===== config.mk =====
export PLATFORM = sky130hd
export DESIGN_NAME = sleep_wakeup_timer
export DESIGN_NICKNAME = d
export VERILOG_FILES = /design/src/core/sleep_timer_pkg.sv /design/src/core/lf_tick_divider.sv /design/src/core/sleep_wakeup_timer.sv
export SDC_FILE = /design/constraint.sdc
export NUM_CORES = 1
export LEC_CHECK = 0
export CORE_MARGIN = 2
export CORE_UTILIZATION = 50
export CTS_CLUSTER_DIAMETER = 120
export DETAILED_ROUTE_END_ITERATION = 8
export DONT_BUFFER_PORTS = 1
export PLACE_DENSITY = 0.67
export SKIP_CTS_REPAIR_TIMING = 1
export SLEW_MARGIN = 20
export SYNTH_ARGS = -nofsm -noshare
export SYNTH_HDL_FRONTEND = slang
export SYNTH_SLANG_ARGS = --single-unit

===== constraint.sdc =====
create_clock -name mclk_in -period 3.4 [get_ports mclk_in]
set_clock_uncertainty 0.2 [all_clocks]
set_input_delay 0.17 -clock mclk_in [delete_from_list [all_inputs] [get_ports mclk_in]]
set_output_delay 0.17 -clock mclk_in [all_outputs]
set_load 0.01 [all_outputs]

===== src/core/sleep_timer_pkg.sv =====
// package for the sleep wakeup timer: rates, byte addresses, field layout, reset values, carrier types.
// assumes a single 25 MHz system clock; the 32 kHz low-frequency rate is derived from it as an enable.
package sleep_timer_pkg;

    // clock rates and the divider that makes the low-frequency tick
    localparam int MCLK_HZ = 25_000_000;
    localparam int LF_CLK_HZ = 32_768;
    // rounds down, so the tick runs slightly fast against a true 32768 Hz source
    localparam int TICK_DIV = MCLK_HZ / LF_CLK_HZ;
    localparam int DIV_W = 10;
    localparam logic [DIV_W-1:0] DIV_RESET = 10'h000;
    localparam logic [DIV_W-1:0] DIV_ONE = 10'h001;
    localparam logic [DIV_W-1:0] TICK_LAST = DIV_W'(TICK_DIV - 1);

    // widths and byte lanes of the count and compare words
    localparam int COUNT_W = 24;
    localparam int BYTE_W = 8;
    localparam int LOW_LSB = 0;
    localparam int MID_LSB = 8;
    localparam int HIGH_LSB = 16;

    // register byte addresses
    localparam logic [7:0] ADDR_COUNT_COMPARE_LOW = 8'h95;
    localparam logic [7:0] ADDR_COUNT_COMPARE_MID = 8'h96;
    localparam logic [7:0] ADDR_COUNT_COMPARE_HIGH = 8'h97;

    // reset and step values
    localparam logic [COUNT_W-1:0] COUNT_RESET = 24'h000000;
    localparam logic [COUNT_W-1:0] COUNT_ONE = 24'h000001;
    localparam logic [COUNT_W-1:0] COUNT_MAX = 24'hffffff;
    localparam logic [COUNT_W-1:0] COMPARE_RESET = 24'h0fffff;
    localparam logic [BYTE_W-1:0] BYTE_RESET = 8'h00;

    // one register access request per cycle
    typedef struct packed {
        logic rd;
        logic wr;
        logic [7:0] addr;
        logic [BYTE_W-1:0] wdata;
    } sfr_req_t;

    // system power modes
    typedef enum logic [1:0] {
        power_mode_active,
        power_mode_one,
        power_mode_two,
        power_mode_three
    } power_mode_t;

endpackage


===== src/core/lf_tick_divider.sv =====
// low-frequency tick divider: one-cycle enable pulse at about 32 kHz.
// assumes mclk_in at the rate given in the package.
`timescale 1ns/1ns
module lf_tick_divider
    import sleep_timer_pkg::*;
(
    // clock and reset
    input wire logic mclk_in,
    input wire logic nrst_in,
    // tick enable
    output logic tick_out
);

    logic [DIV_W-1:0] div_count;
    wire div_wrap = (div_count == TICK_LAST);
    wire [DIV_W-1:0] next_div_count = div_wrap ? DIV_RESET : div_count + DIV_ONE;

    always_ff @(posedge mclk_in or negedge nrst_in) begin
        if (!nrst_in) begin
            div_count <= DIV_RESET;
            tick_out <= 1'b0;
        end else begin
            div_count <= next_div_count;
            tick_out <= div_wrap;
        end
    end

endmodule // lf_tick_divider


===== src/core/sleep_wakeup_timer.sv =====
// sleep wakeup timer: 24-bit count that runs in every power mode but mode three, 24-bit compare, flag, dma trigger and wake pulse.
// assumes byte-wide register strobes synchronous to mclk_in and a power mode input from the power manager.
`timescale 1ns/1ns
module sleep_wakeup_timer
    import sleep_timer_pkg::*;
(
    // clock and reset
    input wire logic mclk_in,
    input wire logic nrst_in,
    // register access
    input wire sfr_req_t sfr_req_in,
    output logic [BYTE_W-1:0] rd_data_out,
    // power manager
    input wire power_mode_t power_mode_in,
    output logic wake_out,
    // interrupt bits
    input wire logic sleep_compare_irq_enable_in,
    input wire logic sleep_compare_irq_flag_clear_in,
    output logic sleep_compare_irq_flag_out,
    output logic irq_out,
    // dma
    output logic dma_trigger_11_out
);

    logic lf_tick;
    logic [COUNT_W-1:0] count;
    logic [COUNT_W-1:0] compare;
    logic [BYTE_W-1:0] stage_mid;
    logic [BYTE_W-1:0] stage_high;
    logic [BYTE_W-1:0] snap_mid;
    logic [BYTE_W-1:0] snap_high;

    // the tick is an enable in the system clock domain, so the event is already aligned
    lf_tick_divider u_tick (
        .mclk_in(mclk_in),
        .nrst_in(nrst_in),
        .tick_out(lf_tick)
    );

    // counting and compare
    wire counting = (power_mode_in != power_mode_three);
    wire count_step = lf_tick && counting;
    wire [COUNT_W-1:0] next_count = count + COUNT_ONE;
    // compare only on the step, so a match held over many cycles fires once
    wire match_now = count_step && (next_count == compare);
    wire sleeping = (power_mode_in == power_mode_one) || (power_mode_in == power_mode_two);

    // register decode
    wire hit_low_rd = sfr_req_in.rd && (sfr_req_in.addr == ADDR_COUNT_COMPARE_LOW);
    wire hit_mid_rd = sfr_req_in.rd && (sfr_req_in.addr == ADDR_COUNT_COMPARE_MID);
    wire hit_high_rd = sfr_req_in.rd && (sfr_req_in.addr == ADDR_COUNT_COMPARE_HIGH);
    wire hit_low_wr = sfr_req_in.wr && (sfr_req_in.addr == ADDR_COUNT_COMPARE_LOW);
    wire hit_mid_wr = sfr_req_in.wr && (sfr_req_in.addr == ADDR_COUNT_COMPARE_MID);
    wire hit_high_wr = sfr_req_in.wr && (sfr_req_in.addr == ADDR_COUNT_COMPARE_HIGH);

    wire [BYTE_W-1:0] count_low = count[LOW_LSB +: BYTE_W];
    wire [BYTE_W-1:0] count_mid = count[MID_LSB +: BYTE_W];
    wire [BYTE_W-1:0] count_high = count[HIGH_LSB +: BYTE_W];
    wire [BYTE_W-1:0] wdata = sfr_req_in.wdata;

    // unmapped reads return zero
    wire [BYTE_W-1:0] read_byte = hit_low_rd ? count_low :
                                  hit_mid_rd ? snap_mid :
                                  hit_high_rd ? snap_high : BYTE_RESET;
    wire [COUNT_W-1:0] commit_value = {stage_high, stage_mid, wdata};

    // hardware set wins over a clear in the same cycle
    wire next_flag = match_now ? 1'b1 :
                     sleep_compare_irq_flag_clear_in ? 1'b0 : sleep_compare_irq_flag_out;

    // no software path reaches the counter
    always_ff @(posedge mclk_in or negedge nrst_in) begin
        if (!nrst_in) begin
            count <= COUNT_RESET;
        end else if (count_step) begin
            count <= next_count;
        end
    end

    always_ff @(posedge mclk_in or negedge nrst_in) begin
        if (!nrst_in) begin
            compare <= COMPARE_RESET;
            stage_mid <= BYTE_RESET;
            stage_high <= BYTE_RESET;
        end else begin
            if (hit_mid_wr) begin
                stage_mid <= wdata;
            end
            if (hit_high_wr) begin
                stage_high <= wdata;
            end
            if (hit_low_wr) begin
                compare <= commit_value;
            end
        end
    end

    // upper bytes read zero until the first low-byte read takes a snapshot
    always_ff @(posedge mclk_in or negedge nrst_in) begin
        if (!nrst_in) begin
            snap_mid <= BYTE_RESET;
            snap_high <= BYTE_RESET;
            rd_data_out <= BYTE_RESET;
        end else begin
            if (hit_low_rd) begin
                snap_mid <= count_mid;
                snap_high <= count_high;
            end
            if (sfr_req_in.rd) begin
                rd_data_out <= read_byte;
            end
        end
    end

    always_ff @(posedge mclk_in or negedge nrst_in) begin
        if (!nrst_in) begin
            sleep_compare_irq_flag_out <= 1'b0;
            irq_out <= 1'b0;
            dma_trigger_11_out <= 1'b0;
            wake_out <= 1'b0;
        end else begin
            sleep_compare_irq_flag_out <= next_flag;
            irq_out <= next_flag && sleep_compare_irq_enable_in;
            dma_trigger_11_out <= match_now;
            wake_out <= match_now && sleeping;
        end
    end
endmodule // sleep_wakeup_timer


=== After elaboration in Yosys (flattened, before gate mapping) ===
Index checks and enable logic that the tools add are counted.

* Equality and inequality tests: 8
* Muxes and demuxes: 6
* Reduce and logical (&&, ||, !) cells: 11
* Add/sub/neg operators: 2

{| class="wikitable"
|+ Operators by type and width
! kind !! count
|-
| $add A24 B1 Y24 const B || 1
|-
| $eq A24 B24 Y1 || 1
|-
| $eq A8 B8 Y1 const B || 3
|-
| $mux W8 || 3
|-
| $add A10 B1 Y10 const B || 1
|-
| $eq A10 B10 Y1 const B || 1
|-
| $logic_and A1 B1 Y1 || 10
|-
| $mux W10 || 1
|-
| $eq A2 B1 Y1 const B || 1
|-
| $eq A2 B2 Y1 const B || 1
|-
| $mux W1 || 2
|-
| $ne A2 B2 Y1 const B || 1
|-
| $logic_or A1 B1 Y1 || 1
|}

* Bits of input ports: 24
* Word-level logic and storage cells: 40
* Flip-flop bits (word level): 103

=== Logic depth before layout (Yosys ltp) ===
* Depth in word-level cells: 5
* Depth in mapped cells: 9

=== Modules after synthesis ===
A second synthesis with hierarchy kept.

* Cell total of the unflattened synthesis: 447
* Area, all modules: 5103.6 um^2

{| class="wikitable"
|+ By module, submodules not included
! module !! cells each !! area each (um^2) !! times used
|-
| sleep_wakeup_timer || 395 || 4580.6 || 1
|-
| lf_tick_divider || 52 || 523.0 || 1
|}

=== Worst setup path before layout ===
OpenSTA, ideal clock, no wires.

* Path type: register to register
* Start point: register count[1]
* End point: register wake_out
* Data required time: 3.104 ns
* Buffers on the path: 1
* Path slack: 0.746 ns
* Stages on the path, launching flop included: 9
* Setup time: 0.096 ns
* Arrival time: 2.358 ns
* Cells stage by stage: dfrtp_1 -> ha_1 -> clkbuf_1 -> nand3_1 -> and2_1 -> or4b_2 -> a32oi_1 -> nand4_1 -> nor4_2

* Word-level cells in the longest chain between the ends: 4

{| class="wikitable"
|+ RTL lines
! what !! line !! source
|-
| from (decl) || sleep_wakeup_timer.sv:26 || <nowiki>logic [COUNT_W-1:0] count;</nowiki>
|-
| from (signal assigned) || sleep_wakeup_timer.sv:76 || <nowiki>count <= next_count;</nowiki>
|-
| $add A24 B1 Y24 || sleep_wakeup_timer.sv:43 || <nowiki>wire [COUNT_W-1:0] next_count = count + COUNT_ONE;</nowiki>
|-
| $eq A24 B24 Y1 || sleep_wakeup_timer.sv:45 || <nowiki>wire match_now = count_step && (next_count == compare);</nowiki>
|-
| $logic_and A1 B1 Y1 || sleep_wakeup_timer.sv:45 ||
|-
| $logic_and A1 B1 Y1 || sleep_wakeup_timer.sv:125 || <nowiki>wake_out <= match_now && sleeping;</nowiki>
|-
| to (signal assigned) || sleep_wakeup_timer.sv:125 ||
|-
| to (decl) || sleep_wakeup_timer.sv:15 || <nowiki>output logic wake_out,</nowiki>
|}

No other way between the ends.
A chain may end at the register's enable or synchronous reset.

=== Worst setup path in the final report ===
* Start point: register count[0]
* End point: register sleep_compare_irq_flag_out

* Word-level cells in the longest chain between the ends: 4

{| class="wikitable"
|+ RTL lines
! what !! line !! source
|-
| $add A24 B1 Y24 || sleep_wakeup_timer.sv:43 ||
|-
| $eq A24 B24 Y1 || sleep_wakeup_timer.sv:45 ||
|-
| $logic_and A1 B1 Y1 || sleep_wakeup_timer.sv:45 ||
|-
| $mux W1 || sleep_wakeup_timer.sv:68 || <nowiki>wire next_flag = match_now ? 1'b1 :</nowiki>
|-
| net next_flag || sleep_wakeup_timer.sv:68 ||
|-
| to (signal assigned) || sleep_wakeup_timer.sv:122 || <nowiki>sleep_compare_irq_flag_out <= next_flag;</nowiki>
|-
| to (decl) || sleep_wakeup_timer.sv:19 || <nowiki>output logic sleep_compare_irq_flag_out,</nowiki>
|}

The timed path passes the listed nets, and every way through them passes these cells.

==> flow_metrics.env <==
export IMPL_hp_class="primary input to flop"
export IMPL_internal_power_w=0.00162
export IMPL_relSlewSlack=0.447
export IMPL_clk_pin_slew_ns=0.09
export IMPL_setup_violations=0
export IMPL_yosysUniqueCellTypes=53
export IMPL_place_gp_congestion=0.988
export IMPL_synth_most_common_cell="dfrtp_1"
export IMPL_yosys_top_cells_count="83 x dfrtp_1, 64 x mux2_2, 31 x xnor2_1, 29 x xor2_1, 26 x nor2_1"
export IMPL_slew_viol_final=0
export IMPL_firstDrtPassIters=5
export IMPL_cts_buffers=9
export IMPL_row_count=37
export IMPL_synth_ff_type="dfrtp_1"
export IMPL_synth_seq_area_share=0.497
export IMPL_power_frac_comb=0.041
export IMPL_worst_ep_arrival_time_ns=3.06
export IMPL_rsz0062_at_grt="no"
export IMPL_path_max_fanout=8
export IMPL_status="complete, but fails checks"
export IMPL_critPathKind="flop to flop"
export IMPL_antenna_cells=0
export IMPL_postRouteAntennaNets=0
export IMPL_clock_latency_ns=0.36
export IMPL_violations="hold timing"
export IMPL_p_seq_frac=0.602
export IMPL_die_h_um=106
export IMPL_tightestPinTransition_ns=0.828
export IMPL_dieArea_um2=11300
export IMPL_design_area_um2=5710
export IMPL_required_ns=3.47
export IMPL_yosys_area_top_type="dfrtp_1"
export IMPL_cap_violations=0
export IMPL_nets=500
export IMPL_syn_to_final_growth_pct=9.00
export IMPL_drt_iter0_markers=200
export IMPL_hold_violations=1
export IMPL_start_util=0.512
export IMPL_end_kind="flop"
export IMPL_worst_ir_drop_vdd_mv=0.205
export IMPL_grt_pass1_wl_um=18300
export IMPL_coreArea_um2=10200
export IMPL_die_w_um=106
export IMPL_antenna_found_initial=0
export IMPL_cts_sinks=103
export IMPL_first_global_vias=3341
export IMPL_synth_fp_nets=495
export IMPL_multi_input_area_um2=2460
export IMPL_power_density_nw_per_um2=365
export IMPL_synth_edff_count=0
export IMPL_yosys_area_top_type_share=0.396
export IMPL_postSynth_asyncResetShare=1.00
export IMPL_timing_rr_start="count[0]"
export IMPL_tns_ns=0
export IMPL_drive_gt1_frac=0.247
export IMPL_drc=0
export IMPL_routedWlPerCell_um=19.4
export IMPL_n_fill_cell=888
export IMPL_switching_share=0.224
export IMPL_synth_seq_cells=103
export IMPL_ff_latch_area_um2=2600
export IMPL_syn_avg_cell_area_um2=11.2
export IMPL_power_switching_w=0.000467
export IMPL_hold_start="sfr_req_in[8]"
export IMPL_postPlaceCellArea_um2=5340
export IMPL_vias_per_cell=5.76
export IMPL_leakage_nw=2.52
export IMPL_min_period_ns=2.99
export IMPL_min_delay_path_depth=3
export IMPL_ys_warn_count=0
export IMPL_htreeDepth=3
export IMPL_tritoncts="done"
export IMPL_netlist_area_um2=5240
export IMPL_clkPwrFrac=0.358
export IMPL_port_buffers=0
export IMPL_finalCritPeriodShare=0.881
export IMPL_start_kind="flop"
export IMPL_wirelength_um=11900
export IMPL_globalRouteTotalUtil=0.216
export IMPL_synthCells=467
export IMPL_dp_hpwl_um=8770
export IMPL_grt_max_degree=104
export IMPL_synth_area_leaders="dfrtp_1 40%, mux2_2 14%, dfstp_2 10%"
export IMPL_reg2reg_depth=7
export IMPL_root_buffer="clkbuf_8"
export IMPL_hold_ws_ns=-0.0251
export IMPL_overflow=0
export IMPL_rrSetupSlack_ns=0.41
export IMPL_cp_startpoint="count[0]"
export IMPL_fmax_mhz=334
export IMPL_via_count=3533
export IMPL_pin_count=36
export IMPL_cts_buffer_depth=2
-- layer usage --
layer	global-route usage	vias up	share of wire
met5	0	-	0
met4	0.0714	0	0.019
met3	0.0570	17	0.057
met2	0.338	119	0.45
met1	0.293	1717	0.48
li1	-	1680	-
-- power by group through the flow --
stage | combinational (W) | clock (W) | sequential (W)
2_1_floorplan | 0.0000374 | 0 | 0.00127
3_3_place_gp | 0.0000392 | 0 | 0.00128
3_5_place_dp | 0.0000399 | 0 | 0.00128
4_1_cts | 0.0000400 | 0.000777 | 0.00126
5_1_grt | 0.0000952 | 0.000818 | 0.00126
6_report | 0.0000848 | 0.000746 | 0.00125
-- flip-flops by register name (all words and copies together) (netlist names) --
signal                      flops
dma_trigger_11_out              1
stage_high                      8
snap_high                       8
compare                        24
sleep_compare_irq_flag_out      1
stage_mid                       8
count                          24
irq_out                         1
wake_out                        1
u_tick.tick_out                 1
rd_data_out                     8
u_tick.div_count               10
snap_mid                        8
-- path summary, 6_finish.rpt --
path | end
worst min-delay path | rd_data_out[7]
worst max-delay path | sleep_compare_irq_flag_out
worst max register to register | sleep_compare_irq_flag_out
min in group asynchronous | snap_mid[6]
worst min register to register | u_tick.div_count[0]
max in group asynchronous | compare[2]
-- cell usage in the layout (no fill, tap or decap), types with 2 or more instances in the layout --
| cell type | count |
|---|---|
| or3b_2 | 2 |
| ha_1 | 4 |
| o22ai_1 | 9 |
| nand2_1 | 25 |
| inv_1 | 11 |
| clkbuf_8 | 9 |
| a22oi_1 | 11 |
| and3_1 | 4 |
| a21oi_1 | 4 |
| and2_1 | 6 |
| and4_1 | 7 |
| clkinv_2 | 3 |
| o31ai_1 | 3 |
| dfrtp_1 | 83 |
| nor4_1 | 6 |
| nand4_1 | 16 |
| or3_1 | 3 |
| a211oi_1 | 3 |
| o211ai_1 | 2 |
| nor2b_1 | 2 |
| nor2_1 | 26 |
| nor3b_1 | 3 |
| xnor2_1 | 31 |
| dfstp_2 | 20 |
| nand3b_1 | 2 |
| nand3_1 | 14 |
| buf_4 | 8 |
| nand2b_1 | 3 |
| or4_1 | 4 |
| xor2_1 | 29 |
| o21ai_0 | 6 |
| dlygate4sd3_1 | 16 |
| mux2_2 | 64 |
| nor3_1 | 15 |
-- logic make-up (layout without fill, tap and decap cells) --
logic type                 Yosys count  after routing  share of synthesized area
muxes                               64             64                      0.138
and+or+nand+nor                    148            148                      0.161
buffers and inverters               42             52                     0.0337
DFF                                103            103                      0.497
xor gates and xnor gates            60             60                      0.100
adders and majority gates            4              4                    0.00955
AOI/OAI and AO/OA                   46             46                     0.0618
-- critical path, stage by stage, from the launching register on --
cell,delay [ns]
dfrtp_1,0.54
ha_1,0.36
nand4_1,0.19
or4_1,0.52
or3_1,0.39
a22oi_1,0.22
nand4_1,0.19
o31ai_1,0.29
-- final cells by class --
type | instances | area share
timing repair buffer | 25 | 0.0434
tap | 136 | 0.0298
multi-input combinational | 322 | 0.431
clock buffer | 10 | 0.0223
inverter | 11 | 0.00723
sequential | 103 | 0.456
clock inverter | 6 | 0.0107
-- per-stage QoR --
step | instances | hold slack (ns) | setup WS [ns] | total power (W) | util
6_report | 613 | -0.0251 | 0.406 | 0.00209 | 0.558
5_1_grt | 613 | 0.0112 | 0.220 | 0.00217 | 0.558
4_1_cts | 596 | -0.737 | 0.431 | 0.00207 | 0.540
3_5_place_dp | 580 | -0.322 | 0.461 | 0.00132 | 0.522
3_3_place_gp | 580 | -0.322 | 0.549 | 0.00132 | 0.522
2_1_floorplan | 467 | -0.326 | 0.746 | 0.00131 | -
Note: power is estimated with default switching activity, not from simulation.
